**config.mk**
```make
export PLATFORM = sky130hd
export DESIGN_NAME = spi_control_and_clock_rate
export DESIGN_NICKNAME = d
export VERILOG_FILES = /design/src/spi_ctl_pkg.sv /design/src/spi_control_and_clock_rate.sv
export SDC_FILE = /design/constraint.sdc
export NUM_CORES = 1
export LEC_CHECK = 0
export ABC_CLOCK_PERIOD_IN_PS = 2100
export BUFFER_PORTS_ARGS = -buffer_cell sky130_fd_sc_hd__buf_2
export CAP_MARGIN = 25
export CORE_ASPECT_RATIO = 1.5
export CORE_MARGIN = 2
export CORE_UTILIZATION = 25
export CTS_BUF_LIST = sky130_fd_sc_hd__clkbuf_4 sky130_fd_sc_hd__clkbuf_8 sky130_fd_sc_hd__clkbuf_16
export DETAILED_ROUTE_END_ITERATION = 8
export SYNTH_ARGS = -nofsm -noshare
export SYNTH_HDL_FRONTEND = slang
export SYNTH_SLANG_ARGS = --single-unit
```
**constraint.sdc**
```tcl
create_clock -name clk_sys -period 2.1 [get_ports clk_sys]
set_input_delay 0.105 -clock clk_sys [delete_from_list [all_inputs] [get_ports clk_sys]]
set_output_delay 0.105 -clock clk_sys [all_outputs]
set_load 0.01 [all_outputs]
```
**src/spi_ctl_pkg.sv**
```systemverilog
// Shared constants and carriers for the serial port control block
package spi_ctl_pkg;
  localparam logic [7:0] ADDR_CTL_STATUS = 8'hF8;
  localparam logic [7:0] ADDR_CLK_DIV = 8'hA2;
  localparam logic [7:0] ADDR_DATA = 8'hA3;
  localparam logic [7:0] ADDR_CONFIG = 8'hA1;
  localparam int BIT_DONE = 7;
  localparam int BIT_WRITE_COLLISION_FLAG = 6;
  localparam int BIT_MODE_FAULT_FLAG = 5;
  localparam int BIT_OVRN = 4;
  localparam int BIT_NSSMD_HI = 3;
  localparam int BIT_NSSMD_LO = 2;
  localparam int BIT_TRANSMIT_BUFFER_EMPTY = 1;
  localparam int BIT_EN = 0;
  localparam int BIT_MASTER = 6;
  localparam int BIT_CPOL = 4;
  localparam logic [7:0] CTL_RESET = 8'h06;
  localparam logic [7:0] DIV_RESET = 8'h00;
  localparam logic [7:0] CONFIG_RESET = 8'h00;
  localparam logic [1:0] NSSMD_RESET = 2'h1;
  localparam logic [1:0] NSSMD_3WIRE = 2'h0;
  localparam logic [1:0] NSSMD_4WIRE_IN = 2'h1;
  localparam logic [3:0] LAST_BIT = 4'h7;

  typedef enum logic [1:0] {
    ST_IDLE = 2'b00,
    ST_LEAD = 2'b01,
    ST_TRAIL = 2'b11
  } xfer_state_t;

  typedef struct packed {
    logic wr;
    logic rd;
    logic [7:0] addr;
    logic [7:0] wdata;
  } sfr_req_t;

  typedef struct packed {
    logic sck;
    logic sck_oe_n;
    logic mosi;
    logic mosi_oe_n;
    logic miso;
    logic miso_oe_n;
    logic slave_select_line;
    logic nss_oe_n;
  } pin_out_t;
endpackage : spi_ctl_pkg

```
**src/spi_control_and_clock_rate.sv**
```systemverilog
// Serial port control, status flags, shifter and master clock divider
//
// Summary of operation
// - Transfer-done flag sets after each byte, drives the request, software clears.
// - Data write during a transfer is dropped and sets the collision flag.
// - Master seeing select line driven active by another sets mode fault.
// - Byte completing while receive buffer unread sets the overrun flag.
// - Select mode: 00 three-wire, 01 select input, 1x select driven out.
// - Transmit-empty reads 0 while a byte waits, 1 once moved to shifter.
// - Enable bit 0 disables the whole port, 1 enables it.
// - Master clock is system clock over two times (divider plus one).
// - Master-role bit 0 means slave, 1 means master driving the clock.
// - Polarity bit 0 idles clock low, 1 idles it high.
module spi_control_and_clock_rate
  import spi_ctl_pkg::*;
(
  input wire logic clk_sys,
  input wire logic arst_n,
  input wire sfr_req_t sfr_req,
  output logic [7:0] sfr_rdata,
  input wire logic sck_i,
  input wire logic mosi_i,
  input wire logic miso_i,
  input wire logic nss_i,
  output pin_out_t pins,
  output logic irq
);
  logic done_flag, write_collision_flag_flag, mode_fault_flag_flag, ovrn_flag, en;
  logic [1:0] nssmd;
  logic [7:0] div, cfg, tx_buf, rx_buf, shift;
  logic tx_full, rx_full, samp, sck_o, mosi_o, miso_o;
  logic drive_sck_n, drive_miso_n, drive_nss_n, nss_o;
  logic [7:0] div_cnt;
  logic [3:0] bitcnt;
  logic [2:0] sck_s;
  logic [1:0] mosi_s, miso_s, nss_s;
  xfer_state_t state, next_state;

  wire master = cfg[BIT_MASTER];
  wire cpol = cfg[BIT_CPOL];
  wire busy = state != ST_IDLE;
  wire wr_ctl = sfr_req.wr && sfr_req.addr == ADDR_CTL_STATUS;
  wire wr_div = sfr_req.wr && sfr_req.addr == ADDR_CLK_DIV;
  wire wr_cfg = sfr_req.wr && sfr_req.addr == ADDR_CONFIG;
  wire wr_data = sfr_req.wr && sfr_req.addr == ADDR_DATA;
  wire rd_data = sfr_req.rd && sfr_req.addr == ADDR_DATA;
  wire next_en = wr_ctl ? sfr_req.wdata[BIT_EN] : en;
  wire next_master = wr_cfg ? sfr_req.wdata[BIT_MASTER] : master;
  wire [1:0] next_nssmd = wr_ctl ?
                          sfr_req.wdata[BIT_NSSMD_HI:BIT_NSSMD_LO] : nssmd;
  wire nss_low = !nss_s[1];
  wire selected = nssmd == NSSMD_3WIRE || nss_low;
  wire slave_on = en && !master;
  // Edge detect reads only settled stages, never the first flop
  wire sck_edge = sck_s[2] != sck_s[1];
  wire lead_edge = sck_edge && sck_s[1] != cpol;
  wire trail_edge = sck_edge && sck_s[1] == cpol;
  wire tick = div_cnt == div;
  wire master_lead = en && master && state == ST_LEAD && tick;
  wire master_trail = en && master && state == ST_TRAIL && tick;
  wire slave_lead = slave_on && selected && state != ST_TRAIL && lead_edge;
  wire slave_trail = slave_on && selected && state == ST_TRAIL && trail_edge;
  wire do_lead = master_lead || slave_lead;
  wire do_trail = master_trail || slave_trail;
  wire done = do_trail && bitcnt == LAST_BIT;
  wire collide = wr_data && busy;
  wire fault = en && master && nssmd == NSSMD_4WIRE_IN && nss_low;
  wire load = en && state == ST_IDLE && tx_full && !fault;
  wire [7:0] shifted = {shift[6:0], samp};
  wire clr_done = wr_ctl && !sfr_req.wdata[BIT_DONE];
  wire clr_write_collision_flag = wr_ctl && !sfr_req.wdata[BIT_WRITE_COLLISION_FLAG];
  wire clr_mode_fault_flag = wr_ctl && !sfr_req.wdata[BIT_MODE_FAULT_FLAG];
  wire clr_ovrn = wr_ctl && !sfr_req.wdata[BIT_OVRN];
  // Set wins over a clear in the same cycle
  wire next_done = done || (done_flag && !clr_done);
  wire next_write_collision_flag = collide || (write_collision_flag_flag && !clr_write_collision_flag);
  wire next_mode_fault_flag = fault || (mode_fault_flag_flag && !clr_mode_fault_flag);
  wire next_ovrn = (done && rx_full) || (ovrn_flag && !clr_ovrn);
  wire [7:0] ctl_value = {done_flag, write_collision_flag_flag, mode_fault_flag_flag, ovrn_flag,
                          nssmd, !tx_full, en};
  wire [7:0] next_rdata = !sfr_req.rd ? sfr_rdata :
                          sfr_req.addr == ADDR_CTL_STATUS ? ctl_value :
                          sfr_req.addr == ADDR_CLK_DIV ? div :
                          sfr_req.addr == ADDR_CONFIG ? cfg :
                          sfr_req.addr == ADDR_DATA ? rx_buf : 8'h00;

  always_comb begin
    next_state = state;
    if (!en || fault || (slave_on && !selected)) begin
      next_state = ST_IDLE;
    end else if (master) begin
      if (load) begin
        next_state = ST_LEAD;
      end else if (master_lead) begin
        next_state = ST_TRAIL;
      end else if (master_trail) begin
        next_state = done ? ST_IDLE : ST_LEAD;
      end
    end else if (slave_lead) begin
      next_state = ST_TRAIL;
    end else if (slave_trail) begin
      next_state = done ? ST_IDLE : ST_LEAD;
    end
  end

  // Pin synchronisers
  always_ff @(posedge clk_sys or negedge arst_n) begin
    if (!arst_n) begin
      sck_s <= 3'h0;
      mosi_s <= 2'h0;
      miso_s <= 2'h0;
      nss_s <= 2'h3;
    end else begin
      sck_s <= {sck_s[1:0], sck_i};
      mosi_s <= {mosi_s[0], mosi_i};
      miso_s <= {miso_s[0], miso_i};
      nss_s <= {nss_s[0], nss_i};
    end
  end

  // Registers and flags
  always_ff @(posedge clk_sys or negedge arst_n) begin
    if (!arst_n) begin
      {done_flag, write_collision_flag_flag, mode_fault_flag_flag, ovrn_flag} <= 4'h0;
      en <= CTL_RESET[BIT_EN];
      nssmd <= NSSMD_RESET;
      div <= DIV_RESET;
      cfg <= CONFIG_RESET;
      irq <= 1'b0;
      sfr_rdata <= 8'h00;
    end else begin
      done_flag <= next_done;
      write_collision_flag_flag <= next_write_collision_flag;
      mode_fault_flag_flag <= next_mode_fault_flag;
      ovrn_flag <= next_ovrn;
      irq <= next_done;
      sfr_rdata <= next_rdata;
      if (wr_ctl) begin
        en <= sfr_req.wdata[BIT_EN];
        nssmd <= sfr_req.wdata[BIT_NSSMD_HI:BIT_NSSMD_LO];
      end
      if (wr_div) div <= sfr_req.wdata;
      if (wr_cfg) cfg <= sfr_req.wdata;
    end
  end

  // Buffers
  always_ff @(posedge clk_sys or negedge arst_n) begin
    if (!arst_n) begin
      tx_buf <= 8'h00;
      tx_full <= 1'b0;
      rx_buf <= 8'h00;
      rx_full <= 1'b0;
    end else begin
      if (wr_data && !busy) begin
        tx_buf <= sfr_req.wdata;
        tx_full <= 1'b1;
      end else if (load) begin
        tx_full <= 1'b0;
      end
      if (done && !rx_full) rx_buf <= shifted;
      // Unread byte is kept on overrun
      rx_full <= done || (rx_full && !rd_data);
    end
  end

  // Shifter and clock divider
  always_ff @(posedge clk_sys or negedge arst_n) begin
    if (!arst_n) begin
      state <= ST_IDLE;
      shift <= 8'h00;
      samp <= 1'b0;
      bitcnt <= 4'h0;
      div_cnt <= 8'h00;
      sck_o <= 1'b0;
      mosi_o <= 1'b0;
      miso_o <= 1'b0;
    end else begin
      state <= next_state;
      div_cnt <= (next_state == ST_IDLE || load || tick) ? 8'h00 :
                 div_cnt + 8'h01;
      if (next_state == ST_IDLE) begin
        sck_o <= cpol;
      end else if (master_lead || master_trail) begin
        sck_o <= !sck_o;
      end
      if (load) begin
        shift <= tx_buf;
        mosi_o <= tx_buf[7];
        miso_o <= tx_buf[7];
        bitcnt <= 4'h0;
      end else if (do_lead) begin
        samp <= master ? miso_s[1] : mosi_s[1];
      end else if (do_trail) begin
        shift <= shifted;
        mosi_o <= shift[6];
        miso_o <= shift[6];
        bitcnt <= bitcnt + 4'h1;
      end
      if (next_state == ST_IDLE && !load && state != ST_IDLE) begin
        bitcnt <= 4'h0;
      end
    end
  end

  // Pin enables from flops; master side follows the write in the same edge
  always_ff @(posedge clk_sys or negedge arst_n) begin
    if (!arst_n) begin
      drive_sck_n <= 1'b1;
      drive_miso_n <= 1'b1;
      drive_nss_n <= 1'b1;
      nss_o <= NSSMD_RESET[0];
    end else begin
      drive_sck_n <= !(next_en && next_master);
      // Lags the synchronised select by one cycle, still well inside limits
      drive_miso_n <= !(slave_on && selected);
      drive_nss_n <= !(next_en && next_nssmd[1]);
      nss_o <= next_nssmd[0];
    end
  end

  always_comb begin
    pins.sck = sck_o;
    pins.sck_oe_n = drive_sck_n;
    pins.mosi = mosi_o;
    pins.mosi_oe_n = drive_sck_n;
    pins.miso = miso_o;
    pins.miso_oe_n = drive_miso_n;
    pins.slave_select_line = nss_o;
    pins.nss_oe_n = drive_nss_n;
  end
endmodule : spi_control_and_clock_rate

```
==> flow_summary.toml <==
[status]
status = "finished, violations left"
violations = "setup timing"

[drt]
wl_met1_um = 4114
vias = 2845
wire_per_inst_um = 16.17
drt-initial-drc-count = 232
final_antenna_net_count = 0
first_pass_iters = 4
drt-vias-per-instance = 4.611
wl_um = 9975
route.met2.wl_um = 5212
drcViolationCount = 0
top_layer_used = "met4"
met3_length_um = 361

[yosys]
synthesis.area_sq_um = 4015
ys_warn_count = 0
synth_top_area_share_pct = 49.24
ys_ff_latch = 85
synth.avg_cell_area_sq_um = 11.81
synth-main-ff-cell = "dfrtp_1"
synthTopCellsByCount = "dfrtp_1 (79), mux2_2 (36), nor2_1 (29), nand2_1 (22), o21ai_0 (20)"
ys_top_cells_by_area = "dfrtp_1 (49%), mux2_2 (10%), dfstp_2 (3.9%)"
yosysUniqueCellTypes = 59
synth.largest_area_cell = "dfrtp_1"
yosysSeqAreaShare_pct = 53.16
synth_nets = 366
yosysMostFrequentCell = "dfrtp_1"
synth_edf_count = 0
synthArstFlopShare_pct = 100.0
syn-instance-count = 340

[setup_path]
slowest_delay_ns = 0.53
cp_cell_sequence = "or3b_4, o2111a_2, o311ai_4, a221oi_4, o21ai_2, buf_6, nor2_2"
cp_data_required_time_ns = 2.33
path_max_fanout = 8
crit_path_start_kind = "register"
reg2reg_depth = 7
r2r_slack_ns = -0.03
critical-path-slowest-cell = "dfstp_2"
worstSetupEndpointType = "register"
crit_type = "reg -> reg"
worstPathArrival_ns = 2.36

[floorplan]
start_util_pct = 25.58
rows = 56
design.portCount = 41
core_area_sq_um = 15700
die_w_um = 107.5
die_h_um = 159.2
die-area_sq_um = 17110

[clocking]
htreeDepth = 3
cts.sinks = 85
cts.clk_slew.worst_paths_ns = 0.06
root_buffer = "clkbuf_16"
clk_latency_ns = 0.34
tritoncts = "done"
cts_buffers = 9
clockBufferDepth = 2

[global_route]
grt_pass1_vias = 3000
antenna_found_initial = 0
grt_max_degree = 49
overflow = 0
grt_pass1_wl_um = 16170
grt_use_total_pct = 12.27

[power_and_ir_drop]
power_density_nw_per_um2 = 747.0
leakagePower_nw = 2.300
ir_worst_vdd_mv = 0.3887

[sta]
drv_slew = 0
fin_hold_ws_ns = 0.02846
tightest_slew_ns = 0.5687
setup_viol = 11
rsz0062_at_grt = "true"
min_period_ns = 2.133
setup_ws_ns = -0.03300
fin_crit_sh_pct = 101.6
relSlewSlack_pct = 61.89
fin_skew_ns = 0.005668
clock.fmax_mhz = 468.8
hold_violations = 0

[finish]
nets = 435
drive_gt1_share_pct = 42.27
n_antenna_cell = 0
fin_area_sq_um = 5115
final_cells = 617
register_area_sq_um = 2136
nFillCells = 1586
syn2layout_area_growth_pct = 27.39
multiInputGateArea_sq_um = 1826

[placement]
place_area_sq_um = 4623
routabilityCongestion = 0.8640
dp_hpwl_um = 7327
dp.cells = 595
port_buffers = 40

[run]
cap_violations = 0

[worst_hold_path]
hp-class = "in -> reg"
min_path_cells = 2
-- through the flow --
step	utilization, %	worst slack (ns)	setup TNS [ns]	total power (W)
after CTS	32.13	-0.04173	-0.1387	0.003851
after global routing	32.59	-0.1071	-1.398	0.003966
after global placement	29.46	-0.02259	-0.02259	0.002095
after floorplan	-	0.03256	0	0.001933
after detailed placement	29.46	-0.06710	-0.2592	0.002102
final	32.59	-0.03300	-0.2401	0.003821
-- registers in the layout (all words and copies together), names as in the netlist, 2 cells and up --
signal,cells
cfg,8
div,8
div_cnt,8
rx_buf,8
sfr_rdata,8
tx_buf,8
shift,7
bitcnt,4
sck_s,3
miso_s,2
mosi_s,2
nss_s,2
nssmd,2
state,2
-- cell families after synthesis --
group           count (synthesis)  share of synthesized area [%]
buf+inv                        30                          3.926
simple gates                   90                          11.75
mux                            54                          15.71
flops                          85                          53.16
xor+xnor                       19                          4.893
compound gates                 60                          9.941
fa+ha+maj                       2                         0.6231
-- critical path: cells and delay by family (launching register included) --
kind	cells	cell delay, ns
DFF	1	0.53
and+or+nand+nor	2	0.43
AOI/OAI and AO/OA	4	0.85
buffers and inverters	1	0.21
-- layout make-up --
class                   instances  share of cell area [%]
clock buffers                  12                   5.088
clock inverters                 4                   1.370
inverters                       7                  0.5137
multi-input cells             225                   35.69
flip-flops and latches         85                   41.76
well taps                     203                   4.966
repair buffers                 81                   10.62
-- cells in the final DEF, fill, tap and decap left out, types with 9 or more instances in the layout --
| cell type | count |
|---|---|
| mux2_4 | 9 |
| nor2_1 | 21 |
| a21oi_1 | 15 |
| buf_4 | 34 |
| mux2_2 | 36 |
| dfrtp_1 | 78 |
| xnor2_1 | 9 |
| o21ai_0 | 19 |
| clkbuf_16 | 9 |
| buf_2 | 39 |
| nand2_1 | 22 |
| mux2i_1 | 9 |
-- power by group --
part	internal, W	leakage, nW	switching, W
logic	0.000140	1.02	0.000180
clock network	0.00112	0.166	0.000616
registers	0.00171	1.11	0.0000549
-- routing by layer --
metal / vias up / GRT usage [%]
met5: - / 0
met4: 0 / 5.245
met3: 18 / 2.415
met2: 73 / 20.74
met1: 1423 / 15.07
li1: 1331 / -
-- repair_timing --
| action | CTS | global route |
|---|---|---|
| gates resized for setup | 10 | 18 |
| hold buffers | 5 | 0 |
| hold endpoints to repair | 41 | 0 |
| setup endpoints to repair | 22 | 22 |
| pin swaps | 8 | 10 |
| buffers inserted | 0 | 2 |
-- path summary, 6_finish.rpt --
check,to,from
worst min register to register,nss_s[1],nss_s[0]
worst max register to register,div_cnt[3],nssmd[0]
worst min-delay path,cfg[1],sfr_req[1]
worst max-delay path,div_cnt[3],nssmd[0]
min in group asynchronous,mosi_s[0],arst_n
max in group asynchronous,drive_nss_n,arst_n
(Power assumes the default switching activity.)
